--- config.mk ---
export PLATFORM = sky130hd
export DESIGN_NAME = rsc_reset_source
export DESIGN_NICKNAME = d
export VERILOG_FILES = /design/src/rtl/rsc_pkg.sv /design/src/rtl/rsc_reset_source.sv
export VERILOG_INCLUDE_DIRS = /design/src /design/src/rtl
export SDC_FILE = /design/constraint.sdc
export NUM_CORES = 1
export LEC_CHECK = 0
export ABC_AREA = 1
export BUFFER_PORTS_ARGS = -buffer_cell sky130_fd_sc_hd__buf_2
export CAP_MARGIN = 20
export CORE_ASPECT_RATIO = 1.1
export CORE_MARGIN = 2
export CORE_UTILIZATION = 55
export CTS_BUF_LIST = sky130_fd_sc_hd__clkbuf_4 sky130_fd_sc_hd__clkbuf_8 sky130_fd_sc_hd__clkbuf_16
export DETAILED_ROUTE_END_ITERATION = 8
export GPL_TIMING_DRIVEN = 0
export MAX_ROUTING_LAYER = met4
export PLACE_DENSITY = 0.82
export REMOVE_ABC_BUFFERS = 1
export SLEW_MARGIN = 15
export SYNTH_ARGS = -nofsm -noshare
export SYNTH_HDL_FRONTEND = slang
export SYNTH_SLANG_ARGS = --single-unit
--- constraint.sdc ---
create_clock -name i_clock -period 2.35 [get_ports i_clock]
set_clock_uncertainty 0.15 [all_clocks]
set_input_delay 0.1175 -clock i_clock [delete_from_list [all_inputs] [get_ports i_clock]]
set_output_delay 0.1175 -clock i_clock [all_outputs]
set_load 0.005 [all_outputs]
--- src/rtl/rsc_params.svh ---
// Functional notes
// - Low external reset pin forces reset
// - Hold reset twelve cycles after pin release
// - Pin flag set on leaving pin reset
// - Lost clock one-shot resets after 100 ms
// - Lost clock flag marks only lost-clock reset
// - Lost clock detector runs only when enabled
// - Internal resets never drive the reset pin
// - Writing enable bit arms comparator reset
// - Armed comparator low forces reset
// - Comparator bit reads one after comparator reset
// - Watchdog overflow counted on i_clock forces reset
// - Every reset re-enables watchdog, longest interval
// - Locked watchdog ignores disable until reset
// - Watchdog counter is 21 bits, counts i_clock
// - Writing A5 enables and restarts watchdog
`ifndef RSC_PARAMS_SVH
`define RSC_PARAMS_SVH

// ****************************************
// Register map (byte addresses)
// ****************************************
`define RSC_ADDR_W 8
`define RSC_ADDR_CAUSE 8'h00
`define RSC_ADDR_OSC 8'h04
`define RSC_ADDR_WDOG 8'h08

// ****************************************
// Field positions
// ****************************************
`define RSC_BIT_PIN 0
`define RSC_BIT_LOST 2
`define RSC_BIT_WDOG 3
`define RSC_BIT_CMP_EN 5
`define RSC_BIT_LOST_EN 7
`define RSC_BIT_WDOG_EN 4
`define RSC_BIT_WDOG_LOCK 5
`define RSC_BIT_WDOG_CMD 7

// ****************************************
// Watchdog commands and layout
// ****************************************
`define RSC_WDOG_KICK 8'hA5
`define RSC_WDOG_DISABLE 8'hDE
`define RSC_WDOG_LOCK 8'hFF
`define RSC_WDOG_W 21
`define RSC_WDOG_FULL 21'h1FFFFF
`define RSC_WDOG_SEL_MAX 3'h7

// ****************************************
// Timing
// ****************************************
`define RSC_CLK_KHZ 50000
`define RSC_HOLD_CYCLES 4'hC
`define RSC_LOST_CLOCK_MS 100
`define RSC_LOST_CLOCK_CYCLES (`RSC_LOST_CLOCK_MS * `RSC_CLK_KHZ)

// ****************************************
// Bus answers
// ****************************************
`define RSC_RESP_OKAY 2'h0
`define RSC_RESP_SLVERR 2'h2

`endif

--- src/rtl/rsc_pkg.sv ---
`include "rsc_params.svh"

package rsc_pkg;

	// Sequencer phase
	typedef enum logic {ST_RUN, ST_HOLD} rsc_state_e;

	// Latched reset cause
	typedef enum logic [2:0] {CAUSE_NONE, CAUSE_PIN, CAUSE_LOST, CAUSE_CMP, CAUSE_WDOG} rsc_cause_e;

	// Whole block state
	typedef struct packed {
		logic [2:0] ext_sync; // Pin synchroniser chain
		logic ext_lvl; // Filtered pin level
		logic [2:0] cmp_sync; // Comparator synchroniser chain
		logic cmp_lvl; // Filtered comparator level
		logic [2:0] clk_sync; // System clock sample chain
		logic clk_lvl; // Filtered system clock level
		rsc_state_e state; // Run or holding reset
		rsc_cause_e cause; // Cause of current reset
		logic [3:0] hold_cnt; // Release countdown
		logic pin_flag; // Last reset came from pin
		logic lost_flag; // Last reset from lost clock
		logic wdog_flag; // Last reset from watchdog
		logic cmp_en; // Comparator reset armed / source
		logic lost_en; // Lost clock detector enable
		logic [31:0] lost_cnt; // One-shot timer
		logic wdog_en; // Watchdog running
		logic wdog_lock; // Watchdog locked on
		logic [2:0] wdog_sel; // Interval select
		logic [`RSC_WDOG_W-1:0] wdog_cnt; // Watchdog counter
		logic aw_have; // Write address held
		logic [`RSC_ADDR_W-1:0] aw_addr; // Held write address
		logic w_have; // Write data held
		logic [7:0] w_data; // Held write byte
		logic w_strb0; // Low lane enabled
		logic bvalid; // Write answer pending
		logic [1:0] bresp; // Write answer code
		logic rvalid; // Read answer pending
		logic [7:0] rdata; // Read byte
		logic [1:0] rresp; // Read answer code
	} rsc_state_s;

endpackage

--- src/rtl/rsc_reset_source.sv ---
`timescale 1ns/100ps
`default_nettype none
`include "rsc_params.svh"

module rsc_reset_source #(
	parameter int unsigned LOST_CLOCK_CYCLES = `RSC_LOST_CLOCK_CYCLES
) (
	// Clock and power-on reset
	input wire logic i_clock,
	input wire logic i_rst,
	// Reset sources from outside
	input wire logic i_ext_reset_n,
	input wire logic i_system_clock,
	input wire logic i_comparator_out,
	// Reset to the core
	output logic o_sys_reset,
	// AXI4-Lite write address
	input wire logic i_awvalid,
	output logic o_awready,
	input wire logic [`RSC_ADDR_W-1:0] i_awaddr,
	// AXI4-Lite write data
	input wire logic i_wvalid,
	output logic o_wready,
	input wire logic [31:0] i_wdata,
	input wire logic [3:0] i_wstrb,
	// AXI4-Lite write response
	output logic o_bvalid,
	input wire logic i_bready,
	output logic [1:0] o_bresp,
	// AXI4-Lite read address
	input wire logic i_arvalid,
	output logic o_arready,
	input wire logic [`RSC_ADDR_W-1:0] i_araddr,
	// AXI4-Lite read data
	output logic o_rvalid,
	input wire logic i_rready,
	output logic [31:0] o_rdata,
	output logic [1:0] o_rresp
);

	// ****************************************
	// Helpers
	// ****************************************

	// Terminal count for an interval select; 7 uses all 21 bits
	function automatic logic [`RSC_WDOG_W-1:0] wdog_limit(input logic [2:0] sel);
		wdog_limit = `RSC_WDOG_FULL >> (`RSC_WDOG_SEL_MAX - sel);
	endfunction

	// Register read decode
	function automatic logic [7:0] read_reg(input rsc_pkg::rsc_state_s s,
		input logic [`RSC_ADDR_W-1:0] a);
		logic [7:0] v;
		v = 8'h00;
		case (a)
			`RSC_ADDR_CAUSE:
			begin
				v[`RSC_BIT_PIN] = s.pin_flag;
				v[`RSC_BIT_LOST] = s.lost_flag;
				v[`RSC_BIT_WDOG] = s.wdog_flag;
				v[`RSC_BIT_CMP_EN] = s.cmp_en;
			end
			`RSC_ADDR_OSC:
			begin
				v[`RSC_BIT_LOST_EN] = s.lost_en;
			end
			`RSC_ADDR_WDOG:
			begin
				v[2:0] = s.wdog_sel;
				v[`RSC_BIT_WDOG_EN] = s.wdog_en;
				v[`RSC_BIT_WDOG_LOCK] = s.wdog_lock;
			end
			default:
			begin
				v = 8'h00;
			end
		endcase
		read_reg = v;
	endfunction

	// Address hits a register
	function automatic logic mapped(input logic [`RSC_ADDR_W-1:0] a);
		mapped = (a == `RSC_ADDR_CAUSE) || (a == `RSC_ADDR_OSC) || (a == `RSC_ADDR_WDOG);
	endfunction

	// ****************************************
	// State
	// ****************************************

	rsc_pkg::rsc_state_s state_q; // Registered state
	rsc_pkg::rsc_state_s state_d; // Next state
	logic pin_hit; // Pin held low
	logic cmp_hit; // Armed comparator low
	logic lost_fire; // One-shot timed out
	logic wdog_fire; // Watchdog overflow
	logic clk_edge; // Filtered system clock toggled

	// Power-on value: held in reset with no cause, so all flags read zero
	localparam rsc_pkg::rsc_state_s RESET_STATE = '{
		ext_sync: 3'h7, ext_lvl: 1'b1,
		cmp_sync: 3'h7, cmp_lvl: 1'b1,
		clk_sync: 3'h0, clk_lvl: 1'b0,
		state: rsc_pkg::ST_HOLD, cause: rsc_pkg::CAUSE_NONE,
		hold_cnt: `RSC_HOLD_CYCLES,
		pin_flag: 1'b0, lost_flag: 1'b0, wdog_flag: 1'b0, cmp_en: 1'b0,
		lost_en: 1'b0, lost_cnt: 32'h0,
		wdog_en: 1'b1, wdog_lock: 1'b0, wdog_sel: `RSC_WDOG_SEL_MAX,
		wdog_cnt: '0,
		aw_have: 1'b0, aw_addr: '0, w_have: 1'b0, w_data: 8'h00,
		w_strb0: 1'b0, bvalid: 1'b0, bresp: `RSC_RESP_OKAY,
		rvalid: 1'b0, rdata: 8'h00, rresp: `RSC_RESP_OKAY
	};

	// ****************************************
	// Next-state logic
	// ****************************************

	// Sources, bus and sequencer in one pass; later writes win
	always_comb
	begin
		state_d = state_q;

		// Three-flop chains; level moves only when stages two and three agree
		state_d.ext_sync = {state_q.ext_sync[1:0], i_ext_reset_n};
		state_d.cmp_sync = {state_q.cmp_sync[1:0], i_comparator_out};
		state_d.clk_sync = {state_q.clk_sync[1:0], i_system_clock};
		if (state_q.ext_sync[1] == state_q.ext_sync[2])
		begin
			state_d.ext_lvl = state_q.ext_sync[2];
		end
		if (state_q.cmp_sync[1] == state_q.cmp_sync[2])
		begin
			state_d.cmp_lvl = state_q.cmp_sync[2];
		end
		if (state_q.clk_sync[1] == state_q.clk_sync[2])
		begin
			state_d.clk_lvl = state_q.clk_sync[2];
		end
		clk_edge = (state_q.clk_sync[1] == state_q.clk_sync[2])
			&& (state_q.clk_sync[2] != state_q.clk_lvl);

		// Causes; the pin is only ever read, internal causes leave it alone
		pin_hit = !state_q.ext_lvl;
		cmp_hit = state_q.cmp_en && !state_q.cmp_lvl;
		lost_fire = state_q.lost_en && (state_q.lost_cnt >= 32'(LOST_CLOCK_CYCLES));
		wdog_fire = state_q.wdog_en
			&& (state_q.wdog_cnt == wdog_limit(state_q.wdog_sel));

		// One-shot retriggered by clock activity, idle while disabled
		if (!state_q.lost_en)
		begin
			state_d.lost_cnt = 32'h0;
		end
		else if (clk_edge)
		begin
			state_d.lost_cnt = 32'h0;
		end
		else if (state_q.lost_cnt < 32'(LOST_CLOCK_CYCLES))
		begin
			state_d.lost_cnt = state_q.lost_cnt + 32'h1;
		end

		// Watchdog counts every cycle of i_clock while enabled
		if (state_q.wdog_en)
		begin
			state_d.wdog_cnt = state_q.wdog_cnt + `RSC_WDOG_W'(1);
		end

		// Capture write address and data in either order
		if (i_awvalid && !state_q.aw_have)
		begin
			state_d.aw_have = 1'b1;
			state_d.aw_addr = i_awaddr;
		end
		if (i_wvalid && !state_q.w_have)
		begin
			state_d.w_have = 1'b1;
			state_d.w_data = i_wdata[7:0];
			state_d.w_strb0 = i_wstrb[0];
		end

		// Retire write answer
		if (state_q.bvalid && i_bready)
		begin
			state_d.bvalid = 1'b0;
		end

		// Execute write once both halves are in and the answer slot is free
		if (state_q.aw_have && state_q.w_have && !state_q.bvalid)
		begin
			state_d.aw_have = 1'b0;
			state_d.w_have = 1'b0;
			state_d.bvalid = 1'b1;
			state_d.bresp = mapped(state_q.aw_addr) ? `RSC_RESP_OKAY : `RSC_RESP_SLVERR;
			// Writes during reset are dropped; software is not running then
			if (state_q.w_strb0 && (state_q.state == rsc_pkg::ST_RUN))
			begin
				case (state_q.aw_addr)
					`RSC_ADDR_CAUSE:
					begin
						// Flags are read-only; only the arm bit is writable
						state_d.cmp_en = state_q.w_data[`RSC_BIT_CMP_EN];
					end
					`RSC_ADDR_OSC:
					begin
						state_d.lost_en = state_q.w_data[`RSC_BIT_LOST_EN];
					end
					`RSC_ADDR_WDOG:
					begin
						case (state_q.w_data)
							`RSC_WDOG_KICK:
							begin
								state_d.wdog_en = 1'b1;
								state_d.wdog_cnt = '0;
							end
							`RSC_WDOG_DISABLE:
							begin
								// Lock makes disable a no-op
								if (!state_q.wdog_lock)
								begin
									state_d.wdog_en = 1'b0;
								end
							end
							`RSC_WDOG_LOCK:
							begin
								state_d.wdog_lock = 1'b1;
								state_d.wdog_en = 1'b1;
							end
							default:
							begin
								// Non-command bytes with bit 7 clear set the interval
								if (!state_q.w_data[`RSC_BIT_WDOG_CMD])
								begin
									state_d.wdog_sel = state_q.w_data[2:0];
								end
							end
						endcase
					end
					default:
					begin
						state_d.bresp = `RSC_RESP_SLVERR;
					end
				endcase
			end
		end

		// Read path: one read outstanding, answered the cycle after
		if (state_q.rvalid && i_rready)
		begin
			state_d.rvalid = 1'b0;
		end
		if (i_arvalid && !state_q.rvalid)
		begin
			state_d.rvalid = 1'b1;
			state_d.rdata = read_reg(state_q, i_araddr);
			state_d.rresp = mapped(i_araddr) ? `RSC_RESP_OKAY : `RSC_RESP_SLVERR;
		end

		// Reset sequencer
		case (state_q.state)
			rsc_pkg::ST_RUN:
			begin
				// Priority: pin, lost clock, comparator, watchdog
				if (pin_hit || lost_fire || cmp_hit || wdog_fire)
				begin
					state_d.state = rsc_pkg::ST_HOLD;
					state_d.hold_cnt = `RSC_HOLD_CYCLES;
					if (pin_hit)
					begin
						state_d.cause = rsc_pkg::CAUSE_PIN;
					end
					else if (lost_fire)
					begin
						state_d.cause = rsc_pkg::CAUSE_LOST;
					end
					else if (cmp_hit)
					begin
						state_d.cause = rsc_pkg::CAUSE_CMP;
					end
					else
					begin
						state_d.cause = rsc_pkg::CAUSE_WDOG;
					end
				end
			end
			rsc_pkg::ST_HOLD:
			begin
				// Pin or armed comparator still active restarts the release count
				if (pin_hit || cmp_hit)
				begin
					state_d.hold_cnt = `RSC_HOLD_CYCLES;
					if (pin_hit)
					begin
						state_d.cause = rsc_pkg::CAUSE_PIN;
					end
				end
				else if (state_q.hold_cnt == 4'h1)
				begin
					// Release: flags name only this reset's cause
					state_d.state = rsc_pkg::ST_RUN;
					state_d.pin_flag = (state_q.cause == rsc_pkg::CAUSE_PIN);
					state_d.lost_flag = (state_q.cause == rsc_pkg::CAUSE_LOST);
					state_d.wdog_flag = (state_q.cause == rsc_pkg::CAUSE_WDOG);
					state_d.cmp_en = (state_q.cause == rsc_pkg::CAUSE_CMP);
				end
				else
				begin
					state_d.hold_cnt = state_q.hold_cnt - 4'h1;
				end
			end
			default:
			begin
				state_d.state = rsc_pkg::ST_HOLD;
				state_d.hold_cnt = `RSC_HOLD_CYCLES;
			end
		endcase

		// Any cycle in reset: watchdog back to enabled, unlocked, longest
		if (state_d.state == rsc_pkg::ST_HOLD)
		begin
			state_d.wdog_en = 1'b1;
			state_d.wdog_lock = 1'b0;
			state_d.wdog_sel = `RSC_WDOG_SEL_MAX;
			state_d.wdog_cnt = '0;
			state_d.lost_en = 1'b0;
			state_d.lost_cnt = 32'h0;
		end
	end

	// ****************************************
	// State register
	// ****************************************

	// Synchronous power-on reset loads constants only
	always_ff @(posedge i_clock)
	begin
		if (i_rst)
		begin
			state_q <= RESET_STATE;
		end
		else
		begin
			state_q <= state_d;
		end
	end

	// ****************************************
	// Outputs
	// ****************************************

	// Core reset is a decode of the state flop
	assign o_sys_reset = (state_q.state == rsc_pkg::ST_HOLD);
	assign o_awready = !state_q.aw_have;
	assign o_wready = !state_q.w_have;
	assign o_bvalid = state_q.bvalid;
	assign o_bresp = state_q.bresp;
	assign o_arready = !state_q.rvalid;
	assign o_rvalid = state_q.rvalid;
	assign o_rdata = {24'h000000, state_q.rdata};
	assign o_rresp = state_q.rresp;

endmodule // rsc_reset_source

`default_nettype wire

* After elaboration in Yosys (flattened, before gate mapping) *
Index checks and enable logic that the tools add are counted.

cells by class
  add/subtract/negate cells = 4
  order comparisons = 2
  equal/unequal tests = 22
  shift-type cells = 1
  muxes and demuxes = 41
  bitwise gates (word level) = 5
  reduce and logical (&&, ||, !) cells = 44

operators by type and width
  kind                                                                                   count
  21-bit 2-to-1 mux                                                                      4
  32-bit by 1-bit adder with 32-bit output, second input constant                        1
  32-bit by 23-bit greater-or-equal comparator with 1-bit output, second input constant  1
  32-bit by 23-bit < comparator with 1-bit output, second input constant                 1
  8-bit == test, second input constant                                                   3
  22-bit 2-to-1 mux                                                                      1
  21-bit by 1-bit adder with 21-bit output, second input constant                        1
  21-bit == test                                                                         1
  21-bit by 3-bit >> shifter with 21-bit output, first input constant                    1
  3-bit 2-to-1 mux                                                                       6
  8-bit by 3-bit == test with 1-bit output, second input constant                        2
  8-bit by 4-bit == test with 1-bit output, second input constant                        2
  8-bit logical NOT                                                                      2
  8-bit one-hot mux with 2 select lines                                                  1
  1-bit 2-to-1 mux                                                                       14
  1-bit logical AND                                                                      12
  2-bit 2-to-1 mux                                                                       6
  11-bit 2-to-1 mux                                                                      1
  5-bit AND reduction                                                                    2
  9-bit 2-to-1 mux                                                                       1
  3-bit AND reduction                                                                    3
  1-bit logical OR                                                                       8
  4-bit 2-to-1 mux                                                                       2
  8-bit 2-to-1 mux                                                                       1
  20 further kinds                                                                       42

storage, ports and cells
  register bits after elaboration = 115
  input port bits = 62
  output and inout bits = 42

* Logic depth before layout (Yosys ltp) *
  word-level depth = 8
  mapped depth = 14

* Least setup slack after synthesis *
OpenSTA, ideal clock, no wires.

  path type = register to register
  from = reg state_q[33] in the netlist's numbering
  to = reg state_q[41] in the netlist's numbering
  library setup time = 0.116 ns
  arrival = 1.559 ns
  required time = 2.084 ns
  path slack = 0.525 ns
  cell stages (with the launch flop) = 14
  buffers on the path = 1
  clock period less this slack = 1.825 ns
  path through = dfxtp_1 > ha_1 > nand2_1 > nor2_1 > nand3b_1 > nor2_1 > nand2_1 > nor2_1 > nand2_1 > nand4_4 > nand2_4 > nand3_4 > buf_6 > nor2_1

on the way
  word-level cells in the longest chain between the ends = 6
  elaborated cells between the ends (all ways) = 12
  those cells by class = add/sub: 1; eq/ne: 1; mux: 7; reduce/logical: 3

ends and longest elaborated chain
  what                                                                               line                                              RTL
  from (decl)                                                                        rsc_reset_source.sv:90                            rsc_pkg::rsc_state_s state_q;
  from (signal assigned)                                                             rsc_reset_source.sv:343                           state_q <= state_d;
  21-bit by 1-bit adder with 21-bit output / 21-bit == test (equally long branches)  rsc_reset_source.sv:166, rsc_reset_source.sv:147
  21-bit 2-to-1 mux / 1-bit logical AND (equally long branches)                      rsc_reset_source.sv:164, rsc_reset_source.sv:147
  21-bit 2-to-1 mux / 1-bit logical OR (equally long branches)                       rsc_reset_source.sv:210, rsc_reset_source.sv:264
  21-bit 2-to-1 mux / 8-bit 2-to-1 mux (equally long branches)                       rsc_reset_source.sv:198, rsc_reset_source.sv:264
  21-bit 2-to-1 mux / 8-bit one-hot mux with 2 select lines (equally long branches)  rsc_reset_source.sv:196, rsc_reset_source.sv:260
  22-bit 2-to-1 mux / 2-bit OR reduction (equally long branches)                     -

Parallel ways exist; a longest one is shown, timed or not. The select of a mux whose other input is x is not followed.
A chain may end at the register's enable or synchronous reset.

* Final worst setup path *
  from = reg state_q[70] in the netlist's numbering
  to = reg state_q[45] in the netlist's numbering

on the way
  word-level cells in the longest chain between the ends = 8

ends and longest elaborated chain
  what                                                            line                     RTL
  32-bit by 23-bit greater-or-equal comparator with 1-bit output  rsc_reset_source.sv:145  lost_fire = state_q.lost_en && (state_q.lost_cnt >= 32'(LOST_CLOCK_CYCLES));
  1-bit logical AND                                               rsc_reset_source.sv:145
  1-bit logical OR (3 in series)                                  rsc_reset_source.sv:264  if (pin_hit || lost_fire || cmp_hit || wdog_fire)
  8-bit 2-to-1 mux                                                rsc_reset_source.sv:264
  8-bit one-hot mux with 2 select lines                           rsc_reset_source.sv:260  case (state_q.state)
  2-bit OR reduction (no source line)                             -

Every way passes these cells. The select of a mux whose other input is x is not followed.

==> impl_metrics.toml <==
[synthesis]
synthTopCellsByCount = "147 x nor2_1, 141 x nand2_1, 113 x dfxtp_1"
netlist.area_leader.share_pct = 39.4
synth_area_per_cell_sq_um = 7.02
ys_seq_area_share_pct = 39.4
ys_types = 39
netlist_instances = 819
ys_ff_latch = 113
yosysMostFrequentCell = "nor2_1"
yosys.area_share.simple_pct = 32.2
synthTopCellsByArea = "dfxtp_1 39%, nor2_1 9.6%, nand2_1 9.2%"
synth_largest_area_cell = "dfxtp_1"
synth_adder_area_share_pct = 1.09
synth-async-reset-ratio_pct = 0
synth_compound_area_share_pct = 6.86
synthMuxAreaShare_pct = 0.174
syn_area_sq_um = 5750
synth_edf_count = 0
yosysWarnings = 0
synth_top_family_by_area = "simple AND/OR/NAND/NOR gates"
synth-xor-area-share_pct = 5.95
synthFlopType = "dfxtp_1"

[finish]
fin_util_pct = 66.4
area_growth_pct = 19.0
diodes = 0
drive_gt1_share_pct = 12.6
finalNetCount = 959
fin_cells = 1048
fillers = 826

[timing]
rsz0062_at_grt = "no"
hold_viol_final = 0
max_slew.worst_pin.slew_ps = 917
slew_violations = 0
timing.fmax_mhz = 466
fin_crit_sh_pct = 91.2
setup_tns_ps = 0
setup_violations = 0
slew_headroom_pct = 38.8
holdWs_ps = 2.67
fin_crit_ps = 2140

[clocking]
cts-root-buf = "clkbuf_16"
tritoncts = "built"
cts_setup_buffers = 0
clockBufferDepth = 2
clk_latency_ps = 410
h-tree-depth = 4
cts.sinks = 113
clkTransAtPathRegs_ps = 50
numCtsBuffers = 17

[worst_setup_path]
arrival_ps = 2330
cp_max_fo = 18
cp-start-kind = "flop"
cp.required_ps = 2530
cp-startpoint = "state_q[70]"
path_class = "reg -> reg"
end_kind = "flop"
r2r_setup_slack_ps = 210
r2r_start = "state_q[70]"

[global_route]
grt_pass1_wl_um = 20900
grt_pass1_vias = 4760
grt_max_degree = 34
grt_util_all_layers_pct = 23.6
grt_overflow_total = 0
grt_antenna_before_repair = 0

[route]
vias = 5208
ant_nets = 0
wirelength_um = 12800
vias_per_cell = 4.97
first_pass_iters = 5
drtIter0Drc = 378
post_drt_wl_per_cell_um = 12.2
drc = 0

[floorplanning]
row_count = 39
core_area_sq_um = 10300
dieArea_sq_um = 11300
initial_utilization_pct = 55.8
die_w_um = 101
io_pins = 104
fp.dieH_um = 111

[hold_path]
hold_path.startpoint = "i_araddr[0]"
hold_path_class = "in -> reg"

[power]
p_per_area_nw_per_um2 = 702
leakage_nw = 2.83
ir_drop_mv = 0.734
totalPowerFinal_mw = 4.80

[placement]
hpwl_um = 8090
dp_cells = 982
portBuffers = 49
gp_congestion = 0.915

[flow_run]
cap_violations = 0

[outcome]
outcome = "completed"
[metal layers]
| metal | global-route usage, % | wire length (um) |
|---|---|---|
| met2 | 37.1 | 6170 |
| met1 | 28.4 | 5650 |
| met4 | 11.2 | 345 |
| met3 | 5.67 | 648 |
| met5 | - | 0 |
[layout by cell type, fill, tap and decap left out, drive strengths merged, types with 2 or more instances in the layout]
cell type    count
clkinvlp         4
conb            27
nand3           51
inv            115
dlygate4sd3     31
xor2            29
xnor2           10
nand2          146
clkinv           9
ha               5
nor4             6
nand4           22
buf             49
nand3b           4
nor3b            2
clkbuf          19
o21bai           2
nor2           151
o22ai            3
dfxtp          113
or2             10
nor3            25
o21ai           36
a21oi           30
[cells by family (layout without fill, tap and decap cells)]
logic type,count (synthesis),in the layout
AO/OA/AOI/OAI,75,75
buffers and inverters,170,228
XOR/XNOR,39,39
adder cells (fa/ha/maj),5,5
other,1,27
multiplexers,1,1
flip-flops,113,113
AND/OR/NAND/NOR,415,417
[sequential cells by signal, indices dropped and copies added, names as in the netlist]
name	count
state_q	95
state_d	6
o_rdata	7
o_rvalid	1
o_bvalid	1
o_sys_reset	1
o_rresp	1
o_bresp	1
[worst max-delay path, cell delays in order (launching register included)]
cell and delay [ps]:
dfxtp_1 360, nand2_2 150, nand2_1 70, a21oi_1 130, nand2_1 100, nand2_2 80
nand2_4 120, nand2_4 120, nand4_4 180, nand2_8 180, nand3_4 220, nor2_1 190
[cell type report]
class	instances	area, sq um	area share (%)
multi-input combinational	564	2820	41.2
sequential	113	2260	33.1
timing repair buffer	80	556	8.12
clock buffer	19	453	6.62
inverter	115	435	6.37
tap	143	179	2.62
clock inverter	13	129	1.88
timing repair inverter	1	7.51	0.110
[what timing repair did]
action | in CTS | in global routing
endpoints found under the setup margin | 1 | 39
pin swaps | 0 | 0
hold buffers | 31 | 0
endpoints found under the hold margin | 28 | 0
cloned | 0 | 3
gates resized for setup | 1 | 8
[report_power, final]
group / internal [mW] / switching [mW]
combinational: 0.141 / 0.173
clock: 1.52 / 0.937
sequential: 1.98 / 0.0454
total: 3.65 / 1.16
[through the flow]
| step | instance area (sq um) | setup WS [ps] |
|---|---|---|
| 2_1_floorplan | 5450 | 468 |
| 3_3_place_gp | 5880 | 27.9 |
| 3_5_place_dp | 5880 | 3.43 |
| 4_1_cts | 6780 | 81.1 |
| 5_1_grt | 6840 | 1.71 |
| 6_report | 6840 | 206 |
[worst paths after layout]
check | endpoint | cells after the start
min | o_rdata[3] | 6
min reg2reg | state_d[111] | 1
max | state_q[45] | 11
max reg2reg | state_q[45] | 11
No activity file was read; power rests on OpenSTA's default activity.
